### src/hdl/pwg_pkg.sv
/*
  Package for the write guard and non-volatile store block: command codes,
  the bus_feature_report byte, protect levels, reset values, timing and carriers.
  Assumes a PMBus front end that has already framed each transaction.
*/
// Function
// - Level 00h accepts every supported write
// - Level 20h allows five listed commands only
// - Level 40h allows lock, OPERATION, store only
// - Level 80h allows lock and store only
// - Other lock values flagged as unsupported data
// - Reads always answered, whatever the lock level
// - Store copies backed operating items to store
// - Store never blocked; commands ignored while busy
// - Restore halts regulation, then loads backed items
// - Restore then overrides selected items from straps
// - Bus_feature_report is a one byte read only
// - Bus_feature_report bit 7 reads one
// - Bus_feature_report bits 6:5 read 10b
// - Bus_feature_report bit 4 reads one
// - Bus_feature_report bits 3:0 read zero
// - Bus_feature_report write flagged as unsupported data
// - Phase FFh addresses all phases together
package pwg_pkg;

  // ----------------------------------------------------------------
  // Command codes
  // ----------------------------------------------------------------
  localparam logic [7:0] CMD_OPERATION = 8'h01;
  localparam logic [7:0] CMD_ON_OFF    = 8'h02;
  localparam logic [7:0] CMD_LOCK      = 8'h10;
  localparam logic [7:0] CMD_SAVE      = 8'h15;
  localparam logic [7:0] CMD_LOAD      = 8'h16;
  localparam logic [7:0] CMD_FEATURE   = 8'h19;
  localparam logic [7:0] CMD_VOUT      = 8'h21;

  // ----------------------------------------------------------------
  // Lock levels, phase and bus_feature_report fields
  // ----------------------------------------------------------------
  localparam logic [7:0] LOCK_OPEN  = 8'h00;
  localparam logic [7:0] LOCK_VOUT  = 8'h20;
  localparam logic [7:0] LOCK_OPER  = 8'h40;
  localparam logic [7:0] LOCK_ALL   = 8'h80;
  localparam logic [7:0] PHASE_ALL  = 8'hFF;
  localparam logic [0:0] CAP_PEC    = 1'h1;
  localparam logic [1:0] CAP_SPEED  = 2'h2;
  localparam logic [0:0] CAP_ALERT  = 1'h1;
  localparam logic [0:0] CAP_FORMAT = 1'h0;
  localparam logic [0:0] CAP_AVS    = 1'h0;
  localparam logic [1:0] CAP_RSVD   = 2'h0;
  localparam logic [7:0] CAP_VALUE  = {CAP_PEC, CAP_SPEED, CAP_ALERT,
                                       CAP_FORMAT, CAP_AVS, CAP_RSVD};

  // ----------------------------------------------------------------
  // Operating item slots, reset values, timing
  // ----------------------------------------------------------------
  localparam int         ITEM_LOCK   = 0;
  localparam int         ITEM_OPER   = 1;
  localparam int         ITEM_ONOFF  = 2;
  localparam int         ITEM_VOUT   = 3;
  localparam logic [31:0] ITEM_RESET = 32'h00_00_00_00;
  localparam logic [3:0]  BACKED_RST = 4'hF;
  localparam int         CLK_HZ      = 40_000_000;
  localparam int         NVM_WAIT_MS = 100;
  localparam int         NVM_WAIT_CYC = NVM_WAIT_MS * (CLK_HZ / 1000);

  // ----------------------------------------------------------------
  // Carriers
  // ----------------------------------------------------------------
  typedef struct packed {
    logic       valid;    // One framed transaction
    logic       write;    // 1 write or send byte, 0 read
    logic [7:0] code;     // Command code
    logic [7:0] data;     // Write data byte
  } pwg_cmd_s;

  typedef struct packed {
    logic       valid;       // Answer for an owned command
    logic [7:0] data;        // Read data
    logic       cmd_fault;   // Unsupported or refused command
    logic       data_fault;  // Unsupported data
  } pwg_rsp_s;

endpackage

### src/hdl/pwg_guard.sv
/*
  Write guard, store, restore and bus_feature_report command handler.
  Assumes the PMBus front end presents one framed transaction per pulse,
  holds clock stretch while busy is high, and keeps status and alert logic.
*/
`timescale 1ns/1ps
module pwg_guard
  import pwg_pkg::*;
#(
  parameter int          ITEMS     = 4,             // Operating items held here
  parameter logic [3:0]  BACKED    = BACKED_RST,    // Items with a store slot
  parameter logic [31:0] RST_ITEMS = ITEM_RESET,    // Power-up item values
  parameter int          HOLD_CYC  = NVM_WAIT_CYC   // Busy time after a store
) (
  input  wire logic              sys_clk,     // 40 MHz clock
  input  wire logic              reset,       // Synchronous, active high
  input  wire pwg_cmd_s          cmd,         // Framed command
  input  wire logic [7:0]        phase,       // Current phase select
  input  wire logic [ITEMS-1:0]  strap_value_reload_select, // Straps win
  input  wire logic [ITEMS*8-1:0] strap_vals, // Last pin-detected values
  output pwg_rsp_s               rsp,         // Answer, one cycle later
  output logic                   fwd_valid,   // Pass-through to other cmds
  output logic                   busy,        // Stretch or ignore request
  output logic                   reg_halt,    // Regulation must stop
  output logic                   all_phases,  // Phase addresses all
  output logic [7:0]             lock_level   // Current protect level
);

  // ----------------------------------------------------------------
  // Types and storage
  // ----------------------------------------------------------------
  localparam int IW = (ITEMS > 1) ? $clog2(ITEMS) : 1;

  typedef enum logic [2:0] {
    PWG_IDLE, PWG_SAVE, PWG_HOLD, PWG_LOAD, PWG_STRAP
  } pwg_state_e;

  pwg_state_e     state_r, state_nxt;           // Sequencer
  logic [7:0]     op_r  [ITEMS];                // Operating memory
  logic [7:0]     nvm_r [ITEMS];                // User store image
  logic [IW-1:0]  idx_r, idx_nxt;               // Copy index
  logic [31:0]    hold_r, hold_nxt;             // Post-store busy count
  pwg_rsp_s       rsp_r, rsp_nxt;               // Registered answer
  logic           halt_r, halt_nxt;             // Regulation halt level

  // ----------------------------------------------------------------
  // Decoding helpers
  // ----------------------------------------------------------------
  // True for the codes that own an operating item here
  function automatic logic item_hit(input logic [7:0] code);
    item_hit = (code == CMD_LOCK) || (code == CMD_OPERATION) ||
               (code == CMD_ON_OFF) || (code == CMD_VOUT);
  endfunction

  // Maps a command code to its operating item slot
  function automatic logic [IW-1:0] item_of(input logic [7:0] code);
    case (code)
      CMD_OPERATION: item_of = IW'(ITEM_OPER);
      CMD_ON_OFF:    item_of = IW'(ITEM_ONOFF);
      CMD_VOUT:      item_of = IW'(ITEM_VOUT);
      default:       item_of = IW'(ITEM_LOCK);
    endcase
  endfunction

  // Whether the protect level lets a write reach this code
  function automatic logic lock_allows(input logic [7:0] lvl,
                                       input logic [7:0] code);
    case (lvl)
      LOCK_OPEN: lock_allows = 1'b1;
      LOCK_VOUT: lock_allows = (code == CMD_LOCK) || (code == CMD_OPERATION) ||
                               (code == CMD_ON_OFF) || (code == CMD_SAVE) ||
                               (code == CMD_VOUT);
      LOCK_OPER: lock_allows = (code == CMD_LOCK) || (code == CMD_OPERATION) ||
                               (code == CMD_SAVE);
      LOCK_ALL:  lock_allows = (code == CMD_LOCK) || (code == CMD_SAVE);
      // Lock writes never store undefined levels, but a strap reload of the lock item can; only store and reads pass them
      default:   lock_allows = 1'b0;
    endcase
  endfunction

  // ----------------------------------------------------------------
  // Named decode wires
  // ----------------------------------------------------------------
  // All but idle and last_idx look at the command in the cycle in which it is offered
  wire        idle     = (state_r == PWG_IDLE);
  wire        take     = cmd.valid && idle;          // Ignored while busy
  wire        is_item  = item_hit(cmd.code);
  wire        is_lock  = (cmd.code == CMD_LOCK);
  wire        is_save  = (cmd.code == CMD_SAVE);
  wire        is_load  = (cmd.code == CMD_LOAD);
  wire        is_feat  = (cmd.code == CMD_FEATURE);
  wire        owned    = is_item || is_save || is_load || is_feat;
  wire        allowed  = lock_allows(op_r[ITEM_LOCK], cmd.code);
  wire [IW-1:0] slot   = item_of(cmd.code);
  wire        lvl_ok   = (cmd.data == LOCK_OPEN) || (cmd.data == LOCK_VOUT) ||
                         (cmd.data == LOCK_OPER) || (cmd.data == LOCK_ALL);
  wire        wr_take  = take && cmd.write;
  wire        rd_take  = take && !cmd.write;
  wire        item_wr  = wr_take && is_item && allowed && (!is_lock || lvl_ok);
  wire        save_go  = wr_take && is_save;         // Always allowed
  wire        load_go  = wr_take && is_load && allowed;
  wire        last_idx = (idx_r == IW'(ITEMS - 1));

  assign all_phases = (phase == PHASE_ALL);
  // Busy doubles as the stretch request; nothing is buffered meanwhile
  assign busy       = !idle;
  assign fwd_valid  = take && !owned && (!cmd.write || allowed);
  assign rsp        = rsp_r;
  assign reg_halt   = halt_r;
  assign lock_level = op_r[ITEM_LOCK];

  // ----------------------------------------------------------------
  // Answer for owned commands
  // ----------------------------------------------------------------
  // Faults are raised here and the status block sets the flags
  always_comb begin
    rsp_nxt       = '0;
    rsp_nxt.valid = take && owned;
    if (rd_take) begin
      if (is_feat) begin
        rsp_nxt.data = CAP_VALUE;
      end else if (is_item) begin
        rsp_nxt.data = op_r[slot];
      end else if (is_save || is_load) begin
        rsp_nxt.cmd_fault = 1'b1;                    // Send-byte only commands
      end
    end else if (wr_take) begin
      if (is_feat) begin
        rsp_nxt.data_fault = 1'b1;
      end else if ((is_item || is_load) && !allowed) begin
        rsp_nxt.cmd_fault = 1'b1;
      end else if (is_lock && !lvl_ok) begin
        rsp_nxt.data_fault = 1'b1;
      end
    end
  end

  // ----------------------------------------------------------------
  // Store and restore sequencer
  // ----------------------------------------------------------------
  // One item per cycle keeps the copy path to a single byte mux
  always_comb begin
    state_nxt = state_r;
    idx_nxt   = idx_r;
    hold_nxt  = hold_r;
    halt_nxt  = halt_r;
    case (state_r)
      PWG_IDLE: begin
        idx_nxt = '0;
        if (save_go) begin
          state_nxt = PWG_SAVE;
        end else if (load_go) begin
          state_nxt = PWG_LOAD;
          halt_nxt  = 1'b1;
        end
      end
      PWG_SAVE: begin
        // Items without a store slot are skipped by the backed mask
        idx_nxt = idx_r + 1'b1;
        if (last_idx) begin
          state_nxt = PWG_HOLD;
          hold_nxt  = 32'(HOLD_CYC);
        end
      end
      PWG_HOLD: begin
        // Models the long write time; the bus is stretched meanwhile
        hold_nxt = hold_r - 32'h1;
        if (hold_r <= 32'h1) begin
          state_nxt = PWG_IDLE;
        end
      end
      PWG_LOAD: begin
        // Regulation stays halted while items change underneath it
        idx_nxt = idx_r + 1'b1;
        if (last_idx) begin
          state_nxt = PWG_STRAP;
        end
      end
      PWG_STRAP: begin
        // Pins win over the stored image, so the override comes last
        state_nxt = PWG_IDLE;
        halt_nxt  = 1'b0;
      end
      default: begin
        state_nxt = PWG_IDLE;
      end
    endcase
  end

  // Sequencer state and answer registers
  always_ff @(posedge sys_clk) begin
    if (reset) begin
      state_r <= PWG_IDLE;
      idx_r   <= '0;
      hold_r  <= 32'h0;
      halt_r  <= 1'b0;
      rsp_r   <= '0;
    end else begin
      state_r <= state_nxt;
      idx_r   <= idx_nxt;
      hold_r  <= hold_nxt;
      halt_r  <= halt_nxt;
      rsp_r   <= rsp_nxt;
    end
  end

  // ----------------------------------------------------------------
  // Operating memory and user store image
  // ----------------------------------------------------------------
  // Refused writes never reach here, so the old value stays
  always_ff @(posedge sys_clk) begin
    if (reset) begin
      for (int i = 0; i < ITEMS; i++) begin
        op_r[i]  <= RST_ITEMS[i*8 +: 8];
        nvm_r[i] <= RST_ITEMS[i*8 +: 8];
      end
    end else begin
      if (item_wr) begin
        op_r[slot] <= cmd.data;
      end
      if (state_r == PWG_SAVE && BACKED[idx_r]) begin
        nvm_r[idx_r] <= op_r[idx_r];
      end
      if (state_r == PWG_LOAD && BACKED[idx_r]) begin
        op_r[idx_r] <= nvm_r[idx_r];
      end
      if (state_r == PWG_STRAP) begin
        for (int i = 0; i < ITEMS; i++) begin
          if (strap_value_reload_select[i]) begin
            op_r[i] <= strap_vals[i*8 +: 8];
          end
        end
      end
    end
  end

  // ----------------------------------------------------------------
  // Checks
  // ----------------------------------------------------------------
  chk_feature_value: assert property (@(posedge sys_clk) disable iff (reset)
    (rd_take && is_feat) |=> (rsp.valid && rsp.data == 8'hD0 && !rsp.cmd_fault))
    else $error("bus_feature_report byte wrong");

  chk_feature_write: assert property (@(posedge sys_clk) disable iff (reset)
    (wr_take && is_feat) |=> (rsp.data_fault && $stable(lock_level)))
    else $error("bus_feature_report write not flagged");

  chk_bad_level: assert property (@(posedge sys_clk) disable iff (reset)
    (wr_take && is_lock && !lvl_ok) |=> (rsp.data_fault && $stable(lock_level)))
    else $error("bad level accepted");

  chk_locked_write: assert property (@(posedge sys_clk) disable iff (reset)
    (wr_take && lock_level == 8'h80 && cmd.code == 8'h01)
      |=> (rsp.cmd_fault && $stable(op_r[ITEM_OPER])))
    else $error("write passed level 80h");

  chk_open_write: assert property (@(posedge sys_clk) disable iff (reset)
    (wr_take && lock_level == 8'h00 && cmd.code == 8'h21)
      |=> (op_r[ITEM_VOUT] == $past(cmd.data) && !rsp.cmd_fault))
    else $error("open write lost");

  chk_read_locked: assert property (@(posedge sys_clk) disable iff (reset)
    (rd_take && is_item) |=> (rsp.valid && !rsp.cmd_fault && rsp.data == $past(op_r[slot])))
    else $error("read refused");

  chk_load_halt: assert property (@(posedge sys_clk) disable iff (reset)
    load_go |=> reg_halt [*4] ##1 (reg_halt && state_r == PWG_STRAP))
    else $error("restore without halt");

  chk_save_busy: assert property (@(posedge sys_clk) disable iff (reset)
    save_go |=> (busy && !reg_halt) [*4] ##1 (state_r == PWG_HOLD))
    else $error("store sequence wrong");

  // Level checks use literal codes, so a slip in a package constant
  // still shows up here instead of agreeing with itself
  chk_vout_level: assert property (@(posedge sys_clk) disable iff (reset)
    (wr_take && lock_level == 8'h20 && cmd.code == 8'h21)
      |=> (op_r[ITEM_VOUT] == $past(cmd.data) && !rsp.cmd_fault))
    else $error("write refused at level 20h");

  chk_oper_level: assert property (@(posedge sys_clk) disable iff (reset)
    (wr_take && lock_level == 8'h40 && cmd.code == 8'h02)
      |=> (rsp.cmd_fault && $stable(op_r[ITEM_ONOFF])))
    else $error("write passed level 40h");

  chk_busy_ignore: assert property (@(posedge sys_clk) disable iff (reset)
    (cmd.valid && busy) |-> (!fwd_valid ##1 !rsp.valid))
    else $error("command taken while busy");

  chk_save_image: assert property (@(posedge sys_clk) disable iff (reset)
    (state_r == PWG_HOLD && BACKED[ITEM_VOUT]) |-> (nvm_r[ITEM_VOUT] == op_r[ITEM_VOUT]))
    else $error("store image differs");

  chk_strap_reload: assert property (@(posedge sys_clk) disable iff (reset)
    (state_r == PWG_STRAP && strap_value_reload_select[ITEM_VOUT])
      |=> (op_r[ITEM_VOUT] == $past(strap_vals[ITEM_VOUT*8 +: 8])))
    else $error("strap value not reloaded");

  chk_load_end: assert property (@(posedge sys_clk) disable iff (reset)
    (state_r == PWG_STRAP) |=> (!reg_halt && !busy))
    else $error("restore did not release");

  chk_refused_load: assert property (@(posedge sys_clk) disable iff (reset)
    (wr_take && is_load && lock_level != 8'h00) |=> (rsp.cmd_fault && !busy))
    else $error("restore ran under lock");

endmodule

### config.mk
export PLATFORM = sky130hd
export DESIGN_NAME = pwg_guard
export DESIGN_NICKNAME = d
export VERILOG_FILES = /design/src/hdl/pwg_pkg.sv /design/src/hdl/pwg_guard.sv
export SDC_FILE = /design/constraint.sdc
export NUM_CORES = 1
export LEC_CHECK = 0
export BUFFER_PORTS_ARGS = -buffer_cell sky130_fd_sc_hd__clkbuf_2
export CAP_MARGIN = 20
export CELL_PAD_IN_SITES_DETAIL_PLACEMENT = 0
export CELL_PAD_IN_SITES_GLOBAL_PLACEMENT = 1
export CORE_MARGIN = 2
export CORE_UTILIZATION = 40
export DETAILED_ROUTE_END_ITERATION = 8
export GPL_TIMING_DRIVEN = 0
export PLACE_DENSITY = 0.83
export SETUP_SLACK_MARGIN = 0.5
export SYNTH_ARGS = -nofsm -noshare
export SYNTH_HDL_FRONTEND = slang
export SYNTH_SLANG_ARGS = --single-unit
### constraint.sdc
create_clock -name sys_clk -period 7.2 [get_ports sys_clk]
set_input_delay 0.36 -clock sys_clk [delete_from_list [all_inputs] [get_ports sys_clk]]
set_output_delay 0.36 -clock sys_clk [all_outputs]
set_load 0.01 [all_outputs]
Word level (Yosys, flattened, before mapping)
Memory sizes are Yosys's and may differ from the RTL's. A register that Yosys moved wholly into a read port is not among the register bits.
Cells that the tools add are included.
- memory bits (writable): 64
- output and inout bits: 23
- logic and storage cells: 174
- flip-flop bits (word level): 49
- memories kept: 2
- memory list (name ; depth ; width ; rd ports ; clocked after Yosys merged registers in ; write ports ; RTL line ; source):
    nvm_r ; 4 ; 8 ; 1 ; 1 ; 4 ; pwg_guard.sv:40 ; logic [7:0] nvm_r [ITEMS];
    op_r ; 4 ; 8 ; 3 ; 1 ; 4 ; pwg_guard.sv:39 ; logic [7:0] op_r [ITEMS];
- reduce and logical (&&, ||, !) cells: 55
- add/subtract/negate cells: 2
- mux-type cells: 72
- $lt $le $gt $ge: 2
- eq/ne operators: 25
- bitwise gates (word level): 7
- operators with widths (operator ; number):
    8-bit two-way mux ; 9
    32-bit case mux with 2 select lines ; 1
    1-bit two-way mux ; 42
    8-bit by 5-bit equality test with 1-bit output, second input constant ; 4
    32-bit by 1-bit less-or-equal comparator with 1-bit output, second input constant ; 1
    32-bit two-way mux ; 1
    32-bit by 1-bit subtractor with 32-bit output, second input constant ; 1
    8-bit by 6-bit equality test with 1-bit output, second input constant ; 3
    8-bit equality test, second input constant ; 3
    8-bit OR reduction ; 3
    1-bit logical OR ; 17
    8-bit by 7-bit equality test with 1-bit output, second input constant ; 2
    1-bit logical AND ; 16
    8-bit zero test ; 2
    2-bit two-way mux ; 8
    3-bit two-way mux ; 5
    3-bit case mux with 4 select lines ; 1
    8-bit by 1-bit equality test with 1-bit output, second input constant ; 1
    8-bit by 2-bit equality test with 1-bit output, second input constant ; 1
    2-bit inequality test, second input constant ; 4
    3-bit by 2-bit equality test with 1-bit output, second input constant ; 2
    1-bit zero test ; 6
    2-bit case mux with 3 select lines ; 1
    2-bit nonzero test ; 3
    other kinds (20) ; 26

Longest topological paths before layout
Gate-level depths: netlist (run 1).
- depth in word-level cells: 14
- gate-level depth with buffers: 7
- depth with buffers taken out: 7

Worst setup path after synthesis (run 1)
No wires, ideal clock.
- path kind: input to register
- start point: input port cmd[13] (netlist name)
- end point: memory op_r[3][0] (enable)
- path slack: 4.595 ns
- required time: 6.816 ns
- cell stages on the path: 7
- library setup time: 0.384 ns
- data arrival time: 2.221 ns
- path buffers: 2
- cells stage by stage: clkbuf_1 > nor2b_1 > and4b_1 > a211oi_1 > nand2_1 > clkbuf_1 > o21ai_0
- RTL lines (element ; RTL line ; source):
    start, declared ; pwg_guard.sv:17 ; input wire pwg_cmd_s cmd,
    end, declared ; pwg_guard.sv:39 ;

==> results of run 1 <==
## metal layers
layer | wire length, microns | track usage (%) | vias to the layer above | part of all wire (%)
li1 | - | - | 2609 | -
met1 | 8160 | 31.1 | 2786 | 43
met2 | 8820 | 35.8 | 299 | 46
met3 | 1730 | 6.78 | 36 | 9.1
met4 | 389 | 8.63 | 0 | 2.0
met5 | 0 | 0 | - | 0
## registers in the layout (all words and copies together) (netlist names), named ones only
register,flops
nvm_r,32
idx_r,2
state_r,3
op_r,32
rsp,11
reg_halt,1
hold_r,32
## report_power, final
part	switching, uW	total, uW	internal (uW)
registers	7.61	712	704
logic	47.9	77.3	29.4
clock network	313	863	550
total	369	1650	1280
## placed cells by master, fill, tap and decap left out, drive strengths merged, types with 7 or more instances in the layout
cell type	n
xnor2	8
mux4	16
o31ai	8
o211ai	13
and2	44
nor3	13
o221ai	7
nor4	10
o21ai	23
a22oi	17
mux2	7
buf	10
nand3	15
clkbuf	129
nand4	11
nand2	88
edfxtp	64
dfxtp	51
a211oi	7
or3	12
or4	11
o311ai	12
nor2	23
inv	9
a21oi	41
## logic make-up (layout without fill, tap and decap cells)
kind of cell	Yosys count	after routing	synth area share, %
flops	115	115	47.1
simple gates	273	273	24.2
mux	27	27	7.68
buf+inv	42	161	2.61
xor+xnor	9	9	1.26
fa+ha+maj	3	3	0.601
compound gates	153	153	16.5
## worst max-delay path: stages (launching register included)
cell and delay (ns):
edfxtp_1 0.45, nor4_1 0.83, nand4b_1 0.25, a211oi_1 0.44, nand3_1 0.32, o211ai_1 0.94
## metrics by stage
step           util (%)  cells  setup slack [ns]
6_report           49.5    929              3.59
4_1_cts            49.5    929              3.73
3_3_place_gp       45.4    895              3.09
5_1_grt            49.5    929              3.51
2_1_floorplan         -    622              4.60
3_5_place_dp       45.5    897              3.72
## final timing paths
kind | startpoint | endpoint | cells past startpoint
max | op_r[0][0] | op_r[0][0] | 5
min | strap_vals[0] | op_r[0][0] | 3
max reg2reg | op_r[0][0] | op_r[0][0] | 5
min reg2reg | hold_r[7] | hold_r[7] | 2
## area by class of cell
type                       count  area (sq um)
buffer                        34           133
clock buffer                  18           439
clock inverter                14           161
fill                        1400          7680
inverter                       8          30.0
multi-input combinational    465          3140
sequential                   115          2940
tap                          188           235
timing repair buffer          87           440
==> summary.md, run 1 <==
| Metric | Value |
|---|---|
| Outcome | finished clean |
| Seq/Total Area, Yosys | a little under half |
| Top_reg_cell synth | edfxtp_1 |
| Finish-stage setup viols | 0 |
| Port bufs | 85 |
| R2r setup slk | ~3.6 ns |
| Post-Syn Area | 6240 sq um |
| CTS tree | yes |
| # DRC | 0 |
| Die Ht | approximately 130 microns |
| Distinct cells, synth | 67 |
| Placement-stage cell area | roughly 7000 sq um |
| RSZ-0062 raised after global routing | no |
| Crit share post-route | 50.1% |
| CTS H-tree lvls | 4 |
| Clock Tree Root | clkbuf_16 |
| Worst relative slew slack | approximately 27% |
| Vias in the first global route | between 5000 and 6000 |
| Layout cell share with drive strength beyond 1 | a little under a quarter |
| Syn. warnings | 0 |
| Clock sinks | between 100 and 150 |
| Initial antenna violation count | 0 |
| Peak VDD IR | 0.197 mV |
| Asr flop ratio synth | 0% |
| Post-CTS setup buffer count | 0 |
| Tightest Hold Check Type | input pin to flop |
| Slew @ Worst Pin | between 1 and 1.5 ns |
| CP startpoint kind | flop |
| WL/cell | roughly 21 microns |
| Final antenna-violating net count | 0 |
| F_max | around 280 MHz |
| Tmin final | between 3 and 4 ns |
| Post-route cell area | 7520 sq um |
| Max Cap Viol | 0 |
| DIE WIDTH | between 100 and 150 microns |
| Final Hold Vio Count | 0 |
| Ports | between 80 and 90 |
| Placer Congestion | 0.937 |
| Kind of critical path | flop to flop |
| EDFF count, synth | between 60 and 70 |
| Die Area | approximately 17000 sq um |
| PwrDens | about 220 nW/um^2 |
| Dpl hpwl | 13.7 mm |
| Nets | 795 |
| First-pass GRT wire length | between 20 and 30 mm |
| Synth area leader | edfxtp_1 |
| Via-to-Cell Ratio | between 6 and 7 |
| Worst-path fanout max | 8 |
| WHS | ~0.22 ns |
| Number of CTS-inserted buffers | 17 |
| Area growth syn-to-layout | 20.4% |
| Syn Inst Count | approximately 620 |
| CTS clk-pin slew, worst paths | roughly 0.050 ns |
| Bufs on Longest Clock Path | 2 |
| Share of the synthesized area in the top cell type | a little under a third |
| Gr ovfl total | 0 |
| Power, Total | 1650 uW |
| Clock Latency Late Sink | ~0.42 ns |
| Hold-fix buffers at CTS | 0 |
| DRT Pass-1 Iters | 5 |
| All-Layer GR Usage | a little under a quarter |
| Initial DRC Count | about 540 |
| Initial core utilization | between 40 and 50% |
| Vias post-DR | between 5000 and 6000 |
| #FFs+latches synth | about 120 |
| Leak | approximately 0.0028 uW |
| Setup crit end kind | flop |
| Post-synthesis net count | ~690 |
| Post-CTS sizing | 0 |
| Post-synth top cells | nand2_1 (88), edfxtp_1 (64), dfxtp_1 (51) |
| Core Area | approximately 15000 sq um |
| Largest net degree at the start of global routing | 17 |
| WP data arrival | around 3.6 ns |
| Setup TNS | 0 ns |
| Pins over their slew limit | 0 |
| N_diodes | 0 |
| Worst Skew | approximately 0.011 ns |
| FP Rows | 45 |
| Wirelength, routed | about 19 mm |
| Ranking of synthesized cells by area | edfxtp_1 (31%), dfxtp_1 (16%), mux4_2 (5.8%), nand2_1 (5.3%), and2_1 (4.4%) |
| Mean Syn Cell Area | 10.0 sq um |
| CP Data Required Time | 7.24 ns |
| Most frequent cell after synthesis | nand2_1 |
(Power assumes the default switching activity.)
==> run 2: changes to the inputs <==
--- a/config.mk
+++ b/config.mk
@@ -5,15 +5,16 @@
 export SDC_FILE = /design/constraint.sdc
 export NUM_CORES = 1
 export LEC_CHECK = 0
+export ABC_AREA = 1
 export BUFFER_PORTS_ARGS = -buffer_cell sky130_fd_sc_hd__clkbuf_2
 export CAP_MARGIN = 20
 export CELL_PAD_IN_SITES_DETAIL_PLACEMENT = 0
 export CELL_PAD_IN_SITES_GLOBAL_PLACEMENT = 1
 export CORE_MARGIN = 2
-export CORE_UTILIZATION = 40
+export CORE_UTILIZATION = 38
 export DETAILED_ROUTE_END_ITERATION = 8
 export GPL_TIMING_DRIVEN = 0
-export PLACE_DENSITY = 0.83
+export PLACE_DENSITY = 0.86
 export SETUP_SLACK_MARGIN = 0.5
 export SYNTH_ARGS = -nofsm -noshare
 export SYNTH_HDL_FRONTEND = slang
==> constraint.sdc (replaced) <==
create_clock -name sys_clk -period 3.1 [get_ports sys_clk]
set_input_delay 0.155 -clock sys_clk [delete_from_list [all_inputs] [get_ports sys_clk]]
set_output_delay 0.155 -clock sys_clk [all_outputs]
set_load 0.01 [all_outputs]
==> summary.md, run 2 <==
| Metric | Value |
|---|---|
| CTS H-tree lvls | 4 (unchanged) |
| Initial core utilization | 38.6% (-2.5 points) |
| Leak | 0.00349 uW (+27%) |
| EDFF count, synth | 64 (unchanged) |
| Clock sinks | 115 (unchanged) |
| Final Hold Vio Count | 0 (unchanged) |
| CP startpoint kind | flop |
| #FFs+latches synth | 115 (unchanged) |
| Core Area | 16500 sq um (+8.3%) |
| Outcome | finished clean |
| Ports | 87 (unchanged) |
| Initial DRC Count | 686 (+26%) |
| Die Ht | 133 microns (+3.4%) |
| WL/cell | 15.6 microns (-24%) |
| Die Area | 17800 sq um (+6.8%) |
| FP Rows | 47 (+4.4%) |
| # DRC | 0 (unchanged) |
| Kind of critical path | flop to flop |
| Pins over their slew limit | 0 (unchanged) |
| All-Layer GR Usage | 21.3% (-1.9 points) |
| Met2 Use GR | 34.6% (-1.3 points) |
| Most frequent cell after synthesis | nand2_1 |
| Port bufs | 85 (unchanged) |
| R2r setup slk | 0.74 ns (-2.86 ns) |
| Area growth syn-to-layout | 20.9% |
| Bufs on Longest Clock Path | 2 (unchanged) |
| Met3 Track Usage GR | 3.73% (-3.0 points) |
| Post-synth top cells | nand2_1 (192), nor2_1 (152), inv_1 (94) |
| Setup TNS | 0 ns (unchanged) |
| Tmin final | 2.36 ns (-1.24 ns) |
| Asr flop ratio synth | 0% (unchanged) |
| Most frequent cells in the layout | nand2_1 (192), nor2_1 (152), inv_1 (94), clkbuf_2 (85), edfxtp_1 (64) |
| CTS clk-pin slew, worst paths | 0.06 ns (about the same) |
| Finish-stage setup viols | 0 (unchanged) |
| WP data arrival | 2.42 ns (-1.22 ns) |
| Distinct cells, synth | 42 (-37%) |
| Worst Hold Depth | 3 (unchanged) |
| Clock Tree Root | clkbuf_16 |
| Vias in the first global route | 5669 (+3.1%) |
| Critical Path Start | state_r[0] |
| CTS tree | yes |
| Post-synthesis net count | 918 (+33%) |
| Power, Total | 6250 uW (+280%) |
| Gr ovfl total | 0 (unchanged) |
| RSZ-0062 raised after global routing | no |
| Worst relative slew slack | 54.4% (+27 points) |
| Worst setup path end | op_r[1][7] |
| Nets | 1023 (+29%) |
| Met1 usage | 29.3% (-1.9 points) |
| Post-Syn Area | 6350 sq um (+1.7%) |
| Synth area leader | edfxtp_1 |
| Worst R2R Path Depth | 10 (+5) |
| Reg2reg start | state_r[0] |
| Commonest non-fill, non-tap cell in the layout | nand2_1 |
| Worst Skew | 0.0104 ns (-0.000273 ns) |
| Placer Congestion | 0.876 (-6.5%) |
| F_max | 423 MHz (+53%) |
| Syn. warnings | 0 (unchanged) |
| R2r endpoint | op_r[1][7] |
| Mean Syn Cell Area | 7.46 sq um (-26%) |
| Via-to-Cell Ratio | 5.10 (-17%) |
| DRT Pass-1 Iters | 6 (+1) |
| Layout cell share with drive strength beyond 1 | 16.3% (-6.4 points) |
| Top Registers | hold_r x32, nvm_r x32, op_r x32 |
| Wirelength, routed | 18.5 mm (-3.1%) |
| Final antenna-violating net count | 0 (unchanged) |
| Setup crit end kind | flop |
| DIE WIDTH | 133 microns (+3.4%) |
| Initial antenna violation count | 0 (unchanged) |
| Largest net degree at the start of global routing | 17 (unchanged) |
| Max Cap Viol | 0 (unchanged) |
| Slew @ Worst Pin | 0.681 ns (-0.403 ns) |
| Peak VDD IR | 0.373 mV (+89%) |
| PwrDens | 814 nW/um^2 (+270%) |
| Top_reg_cell synth | edfxtp_1 |
| First-pass GRT wire length | 29.4 mm (+0.87%) |
| Worst-path fanout max | 9 (+1) |
| N_diodes | 0 (unchanged) |
| Vias post-DR | 6060 (+5.8%) |
| Syn Inst Count | 851 (+37%) |
| Clock Latency Late Sink | 0.41 ns (about the same) |
| Tightest Hold Check Type | input pin to flop |
| Dpl hpwl | 14.1 mm (+3.3%) |
| Ranking of synthesized cells by area | edfxtp_1 (30%), dfxtp_1 (16%), nand2_1 (11%), nor2_1 (9.0%), inv_1 (5.6%) |
| Crit share post-route | 76.2% (+26 points) |
| Seq/Total Area, Yosys | 46.4% (-0.78 points) |
| GRT busiest layer | met2 |
| Share of the synthesized area in the top cell type | 30.3% (-0.51 points) |
| CP Data Required Time | 3.16 ns (-4.08 ns) |
| Number of CTS-inserted buffers | 17 (unchanged) |
| Hold-fix buffers at CTS | 0 (unchanged) |
-- run 2: through the flow --
step	worst slack (ns)	util, %	hold slack (ns)	std cells	cell area, sq um
after global placement	0.674	42.8	0.432	1156	7050
final	0.738	46.6	0.0185	1189	7670
after global routing	0.522	46.6	0.0268	1189	7670
after CTS	0.673	46.5	0.0126	1189	7660
after floorplan	1.10	-	0.335	851	6350
after detailed placement	0.682	42.8	0.436	1157	7050
-- run 2: worst min-delay path by stage --
stage / to / start / slack, ns
2_1_floorplan: rsp[8] / cmd[16] / 0.34
3_3_place_gp: op_r[2][1] / strap_vals[17] / 0.43
3_5_place_dp: op_r[3][2] / strap_vals[26] / 0.44
4_1_cts: op_r[3][1] / strap_vals[25] / 0.01
5_1_grt: op_r[2][3] / strap_vals[19] / 0.03
6_report: op_r[3][2] / strap_vals[26] / 0.02
-- run 2: cells by family (layout without fill, tap and decap cells) --
logic type	count (synthesis)	in the layout	synth area share [%]
and+or+nand+nor	456	456	31.0
DFF	115	115	46.4
AOI/OAI and AO/OA	151	151	14.2
buffers and inverters	126	244	7.84
adders and majority gates	3	3	0.591
-- run 2: repair_timing --
item | in CTS | in global routing
buffers inserted | 0 | 0
hold endpoints to repair | 0 | 0
resized for setup | 0 | 2
setup endpoints to repair | 0 | 16
-- run 2: power breakdown --
group	total, uW	internal (uW)	switching (uW)
Sequential	1960	1800	160
Combinational	2250	705	1550
Clock	2030	1280	757
-- run 2: per-layer routing --
| layer | vias to the layer above | wire length [microns] |
|---|---|---|
| met3 | 21 | 1340 |
| li1 | 3041 | - |
| met1 | 2751 | 8410 |
| met4 | 0 | 223 |
| met5 | - | 0 |
| met2 | 247 | 8530 |
-- run 2: worst max-delay path, cell delays in order (launching register included) --
cell and delay [ns]:
dfxtp_1 0.34, inv_2 0.06, nor2_2 0.15, inv_2 0.10
nor3_4 0.28, inv_2 0.18, o21ai_4 0.22, inv_2 0.09
nor2_4 0.21, nand2_1 0.08, nand3_1 0.32
-- run 2: area by class of cell --
type | instances | area [sq um]
Fill cell | 1683 | 8790
Buffer | 24 | 115
Clock buffer | 18 | 429
Multi-Input combinational cell | 610 | 2920
Tap cell | 220 | 275
Clock inverter | 14 | 179
Inverter | 102 | 383
Timing Repair Buffer | 86 | 430
Sequential cell | 115 | 2940
